<file path="src/core/cltd_pkg.sv">
// Constants and types shared by the channel level trigger detector.
package cltd_pkg;
  // Register byte addresses.
  localparam logic [15:0] CLTD_GLOBAL_SRC_OFS  = 16'h9c40;
  localparam logic [15:0] CLTD_CH0_COND_OFS    = 16'h9d08;
  localparam logic [15:0] CLTD_CH0_UPPER_OFS   = 16'ha410;
  localparam logic [15:0] CLTD_CH0_LOWER_OFS   = 16'ha474;
  localparam logic [15:0] CLTD_PULSE_WIDTH_OFS = 16'habe0;
  localparam logic [15:0] CLTD_STATUS_OFS      = 16'hac00;

  // Mode codes for the global source select and the channel condition.
  localparam logic [31:0] CLTD_PER_CHANNEL_DETECTION = 32'h00004e48;
  localparam logic [31:0] CLTD_RISING_EDGE_MODE      = 32'h00002710;
  localparam logic [31:0] CLTD_FALLING_EDGE_MODE     = 32'h0000271a;
  localparam logic [31:0] CLTD_DUAL_EDGE_MODE        = 32'h0000272e;
  localparam logic [31:0] CLTD_LONG_HIGH_PULSE_MODE  = 32'h00002711;
  localparam logic [31:0] CLTD_LONG_LOW_PULSE_MODE   = 32'h0000271b;
  localparam logic [31:0] CLTD_SHORT_HIGH_PULSE_MODE = 32'h00002712;
  localparam logic [31:0] CLTD_SHORT_LOW_PULSE_MODE  = 32'h0000271c;
  localparam logic [31:0] CLTD_FLAT_RISE_MODE        = 32'h00002713;

  // Values after reset.
  localparam logic [31:0] CLTD_SRC_RST   = 32'h00000000;
  localparam logic [31:0] CLTD_COND_RST  = 32'h00000000;
  localparam logic [31:0] CLTD_LEVEL_RST = 32'h00000000;
  localparam logic [7:0]  CLTD_WIDTH_RST = 8'h02;

  // Status register field positions.
  localparam int unsigned CLTD_ST_BUSY_BIT  = 0;
  localparam int unsigned CLTD_ST_PREV_BIT  = 1;
  localparam int unsigned CLTD_ST_CNT_LSB   = 8;
  localparam int unsigned CLTD_ST_TRIGS_LSB = 16;

  // Decoded channel condition.
  typedef enum logic [3:0] {
    CLTD_K_OFF,
    CLTD_K_RISE,
    CLTD_K_FALL,
    CLTD_K_DUAL,
    CLTD_K_LONG_POS,
    CLTD_K_LONG_NEG,
    CLTD_K_SHORT_POS,
    CLTD_K_SHORT_NEG,
    CLTD_K_FLAT
  } cltd_kind_t;

  // Pulse measurement state.
  typedef enum logic {
    CLTD_IDLE,
    CLTD_COUNT
  } cltd_state_t;
endpackage

</file>
<file path="src/core/cltd_xing_if.sv">
// Bundle between the detector and one level crossing comparator.
`timescale 1ns/1ns
interface cltd_xing_if #(
  parameter int unsigned LW = 6
);
  logic signed [LW-1:0] prev;
  logic signed [LW-1:0] cur;
  logic signed [LW-1:0] level;
  logic                 rise;
  logic                 fall;
  modport cmp  (input prev, input cur, input level, output rise, output fall);
  modport user (output prev, output cur, output level, input rise, input fall);
endinterface

</file>
<file path="src/core/cltd_level_cmp.sv">
// Crossing comparator of one level against two successive samples.
`timescale 1ns/1ns
module cltd_level_cmp (
  cltd_xing_if.cmp x  // Sample pair, level and crossing flags.
);
  // A crossing needs the old sample strictly on one side and the new one at
  // or past the level, so a signal resting on the level fires only once.
  assign x.rise = (x.prev < x.level) && (x.cur >= x.level);
  assign x.fall = (x.prev > x.level) && (x.cur <= x.level);
endmodule

</file>
<file path="src/core/cltd_detector.sv">
// Channel level trigger detector with its register file.
`timescale 1ns/1ns
// Operation
// - Evaluate every valid sample in turn, none skipped.
// - Per-channel rising-edge mode triggers on an upward level crossing.
// - Falling-edge mode triggers on a downward level crossing.
// - Dual-edge mode triggers on any crossing of the level.
// - Long pulse counter starts on rising (high) or falling (low) crossing.
// - Long pulse: opposite crossing before width aborts without trigger.
// - Long pulse: counter reaching width triggers.
// - Short pulse counter starts on a crossing; reaching width ends quietly.
// - Short pulse: crossing back before width triggers.
// - Flat rise mode starts counting on upward lower-level crossing.
// - Flat rise: upper-level crossing before width abandons without trigger.
// - Flat rise: counter reaching width triggers.
// - Compare only sample top bits; levels symmetric, most negative unused.
module cltd_detector
  import cltd_pkg::*;
#(
  parameter int unsigned SAMPLE_W = 8,  // Converter sample width.
  parameter int unsigned LEVEL_W  = 6,  // Compared top bits and level width.
  parameter int unsigned PW_W     = 8   // Pulse width counter width.
) (
  input  wire logic                sys_clk,       // System clock, 250 MHz.
  input  wire logic                sys_rst,       // Synchronous reset, high.
  input  wire logic [15:0]         reg_addr,      // Register byte address.
  input  wire logic [31:0]         reg_wdata,     // Register write data.
  input  wire logic                reg_wr,        // Write strobe.
  input  wire logic                reg_rd,        // Read strobe.
  output logic      [31:0]         reg_rdata,     // Read data, next cycle.
  input  wire logic                sample_valid,  // One converted sample.
  input  wire logic [SAMPLE_W-1:0] sample_data,   // Signed sample value.
  output logic                     trig_event     // Trigger pulse.
);
  import cltd_pkg::*;

  logic [31:0]          global_src;
  logic [31:0]          cond;
  logic [31:0]          upper;
  logic [31:0]          lower;
  logic [PW_W-1:0]      width;
  logic signed [LEVEL_W-1:0] prev_msb;
  logic signed [LEVEL_W-1:0] cur_msb;
  logic                 have_prev;
  cltd_state_t          state;
  cltd_state_t          next_state;
  logic [PW_W-1:0]      cnt;
  logic [PW_W-1:0]      next_cnt;
  logic                 next_trig;
  logic [15:0]          trig_count;
  cltd_kind_t           kind;
  logic                 active;
  logic                 up_rise;
  logic                 up_fall;
  logic                 lo_rise;
  logic                 start_x;
  logic                 opp_x;
  logic                 edge_hit;
  logic                 reach;
  logic                 cfg_wr;

  // Maps a condition code onto the internal kind; unknown codes disable.
  function automatic cltd_kind_t cltd_decode(input logic [31:0] code);
    cltd_kind_t k;
    k = CLTD_K_OFF;
    if (code == CLTD_RISING_EDGE_MODE) begin
      k = CLTD_K_RISE;
    end else if (code == CLTD_FALLING_EDGE_MODE) begin
      k = CLTD_K_FALL;
    end else if (code == CLTD_DUAL_EDGE_MODE) begin
      k = CLTD_K_DUAL;
    end else if (code == CLTD_LONG_HIGH_PULSE_MODE) begin
      k = CLTD_K_LONG_POS;
    end else if (code == CLTD_LONG_LOW_PULSE_MODE) begin
      k = CLTD_K_LONG_NEG;
    end else if (code == CLTD_SHORT_HIGH_PULSE_MODE) begin
      k = CLTD_K_SHORT_POS;
    end else if (code == CLTD_SHORT_LOW_PULSE_MODE) begin
      k = CLTD_K_SHORT_NEG;
    end else if (code == CLTD_FLAT_RISE_MODE) begin
      k = CLTD_K_FLAT;
    end
    return k;
  endfunction

  // Register writes; the level registers keep the full word for readback.
  always_ff @(posedge sys_clk) begin
    if (sys_rst) begin
      global_src <= CLTD_SRC_RST;
      cond       <= CLTD_COND_RST;
      upper      <= CLTD_LEVEL_RST;
      lower      <= CLTD_LEVEL_RST;
      width      <= CLTD_WIDTH_RST;
    end else if (reg_wr) begin
      if (reg_addr == CLTD_GLOBAL_SRC_OFS) begin
        global_src <= reg_wdata;
      end else if (reg_addr == CLTD_CH0_COND_OFS) begin
        cond <= reg_wdata;
      end else if (reg_addr == CLTD_CH0_UPPER_OFS) begin
        upper <= reg_wdata;
      end else if (reg_addr == CLTD_CH0_LOWER_OFS) begin
        lower <= reg_wdata;
      end else if (reg_addr == CLTD_PULSE_WIDTH_OFS) begin
        width <= reg_wdata[PW_W-1:0];
      end
    end
  end

  // Read data stand for one cycle only; unmapped addresses read zero.
  always_ff @(posedge sys_clk) begin
    if (sys_rst) begin
      reg_rdata <= 32'h00000000;
    end else if (reg_rd) begin
      if (reg_addr == CLTD_GLOBAL_SRC_OFS) begin
        reg_rdata <= global_src;
      end else if (reg_addr == CLTD_CH0_COND_OFS) begin
        reg_rdata <= cond;
      end else if (reg_addr == CLTD_CH0_UPPER_OFS) begin
        reg_rdata <= upper;
      end else if (reg_addr == CLTD_CH0_LOWER_OFS) begin
        reg_rdata <= lower;
      end else if (reg_addr == CLTD_PULSE_WIDTH_OFS) begin
        reg_rdata <= {{(32-PW_W){1'b0}}, width};
      end else if (reg_addr == CLTD_STATUS_OFS) begin
        reg_rdata <= {trig_count, cnt, 6'h00, have_prev, state == CLTD_COUNT};
      end else begin
        reg_rdata <= 32'h00000000;
      end
    end else begin
      reg_rdata <= 32'h00000000;
    end
  end

  // Any write to the mode or width restarts a running measurement.
  assign cfg_wr = reg_wr && ((reg_addr == CLTD_GLOBAL_SRC_OFS) ||
                  (reg_addr == CLTD_CH0_COND_OFS) ||
                  (reg_addr == CLTD_PULSE_WIDTH_OFS));

  // Only the top bits take part; the most negative code never matches a
  // level because levels stop at minus the largest positive value.
  assign cur_msb = sample_data[SAMPLE_W-1 -: LEVEL_W];

  // Previous sample kept on every valid sample so no crossing is missed.
  always_ff @(posedge sys_clk) begin
    if (sys_rst) begin
      prev_msb  <= '0;
      have_prev <= 1'b0;
    end else if (sample_valid) begin
      prev_msb  <= cur_msb;
      have_prev <= 1'b1;
    end
  end

  cltd_xing_if #(.LW(LEVEL_W)) up_x ();
  cltd_xing_if #(.LW(LEVEL_W)) lo_x ();

  assign up_x.prev  = prev_msb;
  assign up_x.cur   = cur_msb;
  assign up_x.level = upper[LEVEL_W-1:0];
  assign lo_x.prev  = prev_msb;
  assign lo_x.cur   = cur_msb;
  assign lo_x.level = lower[LEVEL_W-1:0];

  cltd_level_cmp u_up_cmp (
    .x (up_x)
  );

  cltd_level_cmp u_lo_cmp (
    .x (lo_x)
  );

  // Crossings count only on a real sample with a real predecessor.
  assign up_rise = sample_valid && have_prev && up_x.rise;
  assign up_fall = sample_valid && have_prev && up_x.fall;
  assign lo_rise = sample_valid && have_prev && lo_x.rise;

  assign kind   = cltd_decode(cond);
  assign active = (global_src == CLTD_PER_CHANNEL_DETECTION);
  // Widths below two are not meant to be used; a compare with >= keeps
  // such values from locking the counter.
  assign reach  = ({1'b0, cnt} + {{PW_W{1'b0}}, 1'b1}) >= {1'b0, width};

  // Start and opposite crossings for the pulse and steepness modes.
  always_comb begin
    start_x  = 1'b0;
    opp_x    = 1'b0;
    edge_hit = 1'b0;
    case (kind)
      CLTD_K_RISE: begin
        edge_hit = up_rise;
      end
      CLTD_K_FALL: begin
        edge_hit = up_fall;
      end
      CLTD_K_DUAL: begin
        edge_hit = up_rise || up_fall;
      end
      CLTD_K_LONG_POS, CLTD_K_SHORT_POS: begin
        start_x = up_rise;
        opp_x   = up_fall;
      end
      CLTD_K_LONG_NEG, CLTD_K_SHORT_NEG: begin
        start_x = up_fall;
        opp_x   = up_rise;
      end
      CLTD_K_FLAT: begin
        start_x = lo_rise;
        opp_x   = up_rise;
      end
      default: begin
        start_x = 1'b0;
      end
    endcase
  end

  // Measurement sequencing; a crossing in the final sample outranks reach.
  always_comb begin
    next_state = state;
    next_cnt   = cnt;
    next_trig  = 1'b0;
    if (!active || cfg_wr || kind == CLTD_K_OFF || kind == CLTD_K_RISE ||
        kind == CLTD_K_FALL || kind == CLTD_K_DUAL) begin
      next_state = CLTD_IDLE;
      next_cnt   = '0;
      next_trig  = active && edge_hit;
    end else if (sample_valid) begin
      case (state)
        CLTD_IDLE: begin
          if (start_x) begin
            next_state = CLTD_COUNT;
            next_cnt   = '0;
          end
        end
        CLTD_COUNT: begin
          if (opp_x) begin
            next_state = CLTD_IDLE;
            next_cnt   = '0;
            // Short pulse fires here; long and flat drop out silently.
            next_trig  = (kind == CLTD_K_SHORT_POS) ||
                         (kind == CLTD_K_SHORT_NEG);
          end else if (reach) begin
            next_state = CLTD_IDLE;
            next_cnt   = '0;
            next_trig  = (kind == CLTD_K_LONG_POS) || (kind == CLTD_K_LONG_NEG) ||
                         (kind == CLTD_K_FLAT);
          end else begin
            next_cnt = cnt + {{(PW_W-1){1'b0}}, 1'b1};
          end
        end
        default: begin
          next_state = CLTD_IDLE;
        end
      endcase
    end
  end

  // Measurement state.
  always_ff @(posedge sys_clk) begin
    if (sys_rst) begin
      state <= CLTD_IDLE;
      cnt   <= '0;
    end else begin
      state <= next_state;
      cnt   <= next_cnt;
    end
  end

  // Trigger pulse, one cycle after the deciding sample.
  always_ff @(posedge sys_clk) begin
    if (sys_rst) begin
      trig_event <= 1'b0;
    end else begin
      trig_event <= next_trig;
    end
  end

  // Trigger tally for status; it wraps rather than saturates.
  always_ff @(posedge sys_clk) begin
    if (sys_rst) begin
      trig_count <= 16'h0000;
    end else if (next_trig) begin
      trig_count <= trig_count + 16'h0001;
    end
  end
endmodule

</file>
<file path="config.mk">
export PLATFORM = sky130hd
export DESIGN_NAME = cltd_detector
export DESIGN_NICKNAME = d
export VERILOG_FILES = /design/src/core/cltd_pkg.sv /design/src/core/cltd_xing_if.sv /design/src/core/cltd_level_cmp.sv /design/src/core/cltd_detector.sv
export SDC_FILE = /design/constraint.sdc
export NUM_CORES = 1
export LEC_CHECK = 0
export BUFFER_PORTS_ARGS = -buffer_cell sky130_fd_sc_hd__buf_2
export CAP_MARGIN = 20
export CORE_ASPECT_RATIO = 0.7
export CORE_UTILIZATION = 64
export DETAILED_ROUTE_END_ITERATION = 10
export GPL_ROUTABILITY_DRIVEN = 1
export PLACE_DENSITY = 0.85
export SLEW_MARGIN = 20
export SYNTH_ARGS = -nofsm -noshare
export SYNTH_HDL_FRONTEND = slang
export SYNTH_HIERARCHICAL = 1
export SYNTH_SLANG_ARGS = --single-unit
</file>
<file path="constraint.sdc">
create_clock -name sys_clk -period 11.95 [get_ports sys_clk]
set_input_delay 1.195 -clock sys_clk [delete_from_list [all_inputs] [get_ports sys_clk]]
set_output_delay 1.195 -clock sys_clk [all_outputs]
set_load 0.02 [all_outputs]
</file>
After elaboration in Yosys (flattened, before gate mapping)
Index checks and enable logic that the tools add are counted.
{"block": "word_totals", "ff_bits": 201, "out_inout_bits": 33, "inputBits": 61, "word_cells": 115}
{"block": "op_classes", "bitwise": 6, "reduce_logical": 33, "magnitude_cmp": 7, "eq_ne": 24, "mux": 30, "addsub": 3}
{"operator": "32-bit by 14-bit equality test with 1-bit output (second input constant)", "n": 8}
{"operator": "32-bit two-way mux", "n": 6}
{"operator": "16-bit equality test (second input constant)", "n": 6}
{"operator": "32-bit by 15-bit equality test with 1-bit output (second input constant)", "n": 1}
{"operator": "4-bit two-way mux", "n": 8}
{"operator": "8-bit two-way mux", "n": 3}
{"operator": "16-bit by 1-bit adder with 16-bit output (second input constant)", "n": 1}
{"operator": "4-bit by 3-bit equality test with 1-bit output (second input constant)", "n": 4}
{"operator": "8-bit case mux with 2 select lines", "n": 1}
{"operator": "6-bit greater-or-equal comparator", "n": 2}
{"operator": "6-bit less-than comparator", "n": 2}
{"operator": "1-bit logical OR", "n": 11}
{"operator": "8-bit by 1-bit adder with 9-bit output (second input constant)", "n": 1}
{"operator": "9-bit by 8-bit greater-or-equal comparator with 1-bit output", "n": 1}
{"operator": "1-bit logical AND", "n": 9}
{"operator": "8-bit by 1-bit adder with 8-bit output (second input constant)", "n": 1}
{"operator": "4-bit by 2-bit equality test with 1-bit output (second input constant)", "n": 2}
{"operator": "1-bit two-way mux", "n": 8}
{"operator": "2-bit OR reduction", "n": 4}
{"operator": "6-bit greater-than comparator", "n": 1}
{"operator": "6-bit <= comparator", "n": 1}
{"operator": "1-bit NOT", "n": 6}
{"operator": "1-bit case mux with 3 select lines", "n": 2}
{"operator": "6-bit AND reduction", "n": 1}
{"operator": "11 further kinds", "n": 13}

Longest topological paths before layout
{"block": "depth", "depth_word": 17, "ltp_mapped": 14, "mapped_depth_nobuf": 13}

Cells and area by module
The synthesis kept the hierarchy.
{"module": "cltd_detector", "n_inst": 1, "seq_area_each_um2": 4023.9, "cells_per_inst": 1136, "area_each_um2": 9091.2}
{"module": "cltd_level_cmp", "n_inst": 2, "seq_area_each_um2": 0.0, "cells_per_inst": 43, "area_each_um2": 355.3}

Worst setup path before layout
No wires, ideal clock.
{"block": "synth_path", "path_type": "input -> register", "from": "input sample_data[7]", "to": "register trig_count[3]", "arrival_ps": 4491, "path_stages": 13, "setup_ps": 123, "n_path_buf": 1, "slack_ps": 7336, "required_time_ps": 11827, "path_cell_list": "ha_1 > nand2b_4 > o21ai_1 > o211ai_2 > a211oi_2 > nor2b_1 > or4b_2 > a311o_1 > a2111oi_4 > buf_2 > nand3_1 > o211ai_1 > mux2_1"}
{"block": "synth_via", "elab_chain_cells": 8, "elab_cells_between_ends": 14, "cone_classes": "order compare (2); mux (6); reduce/logical (6)"}
{"item": "from (decl)", "line_no": "cltd_detector.sv:32", "rtl": "input wire logic [SAMPLE_W-1:0] sample_data,"}
{"item": "6-bit <= comparator (*)", "line_no": "cltd_level_cmp.sv:9", "rtl": "assign x.fall = (x.prev > x.level) && (x.cur <= x.level);"}
{"item": "1-bit logical AND (*)", "line_no": "cltd_level_cmp.sv:9"}
{"item": "via up_x.fall", "line_no": "cltd_xing_if.sv:10", "rtl": "logic fall;"}
{"item": "1-bit logical AND (*)", "line_no": "cltd_detector.sv:174", "rtl": "assign up_fall = sample_valid && have_prev && up_x.fall;"}
{"item": "1-bit case mux with 2 select lines", "line_no": "cltd_detector.sv:188", "rtl": "case (kind)"}
{"item": "1-bit two-way mux", "line_no": "cltd_detector.sv:235", "rtl": "if (opp_x) begin"}
{"item": "1-bit two-way mux", "line_no": "cltd_detector.sv:227", "rtl": "case (state)"}
{"item": "1-bit two-way mux", "line_no": "cltd_detector.sv:226", "rtl": "end else if (sample_valid) begin"}
{"item": "1-bit two-way mux (*)", "line_no": "cltd_detector.sv:221", "rtl": "if (!active || cfg_wr || kind == CLTD_K_OFF || kind == CLTD_K_RISE ||"}
{"item": "to (signal assigned)", "line_no": "cltd_detector.sv:282", "rtl": "trig_count <= trig_count + 16'h0001;"}
{"item": "to (decl)", "line_no": "cltd_detector.sv:50", "rtl": "logic [15:0] trig_count;"}
The timed path passes the listed nets; every way through them passes the cells marked *.
A chain may end at the register's enable or synchronous reset.

Worst setup path in the final report
{"block": "layout_path", "from": "input sample_data[5]", "to": "register trig_count[2]"}
Same word-level chain as after synthesis.

==> qor.txt <==
DR DRC count - 0
Ys Warns - 6
Least-Margin Pin Slew - 0.979 ns
Starting DRT DRC Count - 1436
placed cells - 1440
Die W - 150 microns
Ant. Diodes - 0
initial core utilization - 66.0%
CTS Buf Count - 20
FMAX - 0.203 GHz
Avg Cell Area, Syn - 8.03 sq um
HPWL after DPL - 19000 microns
Gate Count Post-Synth - 1218
post-cts gate resize count - 0
endpoints failing hold - 0
drt via density - 6.44
Die ar. - 15800 sq um
RSZ-0062 raised after global routing - no
final period utilization - 41.2%
Cell Rows - 37
Fin Hold WS - 0.455 ns
Leakage - 3.83 nW
Routed WL - 29100 microns
Pwr Density - 127 nW/um^2
Hold Crit Class - register to register
Final Setup Violations - 0
via count - 9504
Clk pin slew, worst setup/hold paths - 0.07 ns
global route total overflow - 0
outcome - finished clean
io pins - 94
Global Route Usage Sum - 37.1%
setup_tns - 0 ns
first-pass GRT wire length - 46200 microns
Peak VDD IR - 0.0866 mV
GPL Wtd Cong - 0.954
Longest Clk Path Bufs - 3
critical path required time - 12.34 ns
Power Total - 0.00140 W
initial antenna violation count - 0
area delta synth->final - 12.5%
final core occ - 74.3%
drt wl/cell - 19.7 microns
Worst setup SP type - input pin
CTS tree - done
Setup CP Type - input pin to register
vias in the first global route - 8868
Pre-antenna DRT Iters - 7
fin crit period - 4.92 ns
chip height - 105 microns
Buffers on Ports - 91
Critical Path End Type - register
Final ANT Viol Nets - 0
share of cells above drive strength 1 - 14.8%
worst-skew pair later-pin latency - 0.50 ns
Post-CTS Hold Buffers - 0
fillers - 1136
Root Driver - clkbuf_16
Slew Viols, Final - 0
layout net count - 1362
largest net degree at the start of global routing - 86
# clock sinks - 201
Layout Skew - 0.0153 ns
Syn Std Cell Area - 9780 sq um
final std cells w/o fill - 1475
max-cap viol count - 0
Net Count, Synth - 1313
H-tree Lvls - 1
Max FO, Critical Path - 15
Core ar. - 14800 sq um
Post-CTS Setup Inserts - 0
max_slew headroom - 34.7%
worst path arrival time - 5.31 ns
-- cell type report --
type,count,area [sq um],share of cell area (%)
clock buffers,30,608,5.53
flip-flops and latches,201,4020,36.6
repair buffers,110,601,5.46
clock inverters,5,92.6,0.842
well taps,195,244,2.22
inverters,27,101,0.921
multi-input cells,907,5330,48.5
-- per-layer routing --
metal / share of wire (%) / track usage (%) / up-vias
li1: - / - / 4429
met1: 42 / 52.9 / 4409
met2: 43 / 56.5 / 588
met3: 12 / 7.19 / 78
met4: 2.9 / 11.2 / 0
met5: 0 / 0 / -
-- sequential cells by signal, indices dropped and copies added, names as in the netlist --
signal      count
upper          32
trig_count     16
cond           32
reg_rdata      32
global_src     32
cnt             8
state           1
trig_event      1
lower          32
width           8
have_prev       1
lo_x.prev       6
-- critical path: stages --
cell and delay, ns:
buf_2 0.12, ha_1 0.31, and3_1 0.22, o211ai_2 0.10, o211ai_2 0.13, a211oi_2 0.35
nor2b_1 0.26, or4b_2 0.61, a311o_1 0.41, a2111oi_4 0.91, o21ai_0 0.16, a31oi_1 0.19
mux2_2 0.34
-- cell usage in the layout, fill, tap and decap left out, drive strengths merged, types with 12 or more instances in the layout --
cell type,count
dfxtp,201
mux2,15
clkbuf,30
nand2,313
a222oi,29
a21oi,183
buf,110
nand4,16
inv,28
nand3,30
o211ai,19
nor2,46
nor2b,23
ha,34
nor4,12
a22oi,39
nand2b,13
nor3,15
-- report_power, final --
part	switching [W]	internal, W	total [W]
clock network	0.000266	0.000397	0.000663
logic	0.0000397	0.0000212	0.0000609
registers	0.00000152	0.000671	0.000673
-- path summary, 6_finish.rpt --
path                            cells after the start  slack [ns]                    endpoint              startpoint
worst min register to register                      2        0.45      upper[12]$_SDFFE_PP0P_  upper[12]$_SDFFE_PP0P_
worst min-delay path                                2        0.45      upper[12]$_SDFFE_PP0P_  upper[12]$_SDFFE_PP0P_
worst max register to register                     13        7.40  trig_count[2]$_SDFFE_PP0P_   upper[3]$_SDFFE_PP0P_
worst max-delay path                               13        7.03  trig_count[2]$_SDFFE_PP0P_          sample_data[5]
-- through the flow --
stage	area, sq um	worst slack (ns)
finish	11000	7.03
CTS	11000	7.10
detailed placement	10300	6.59
global placement	10300	6.66
global route	11000	6.80
floorplan	9780	7.34
Power figures use the tool's default switching activity.
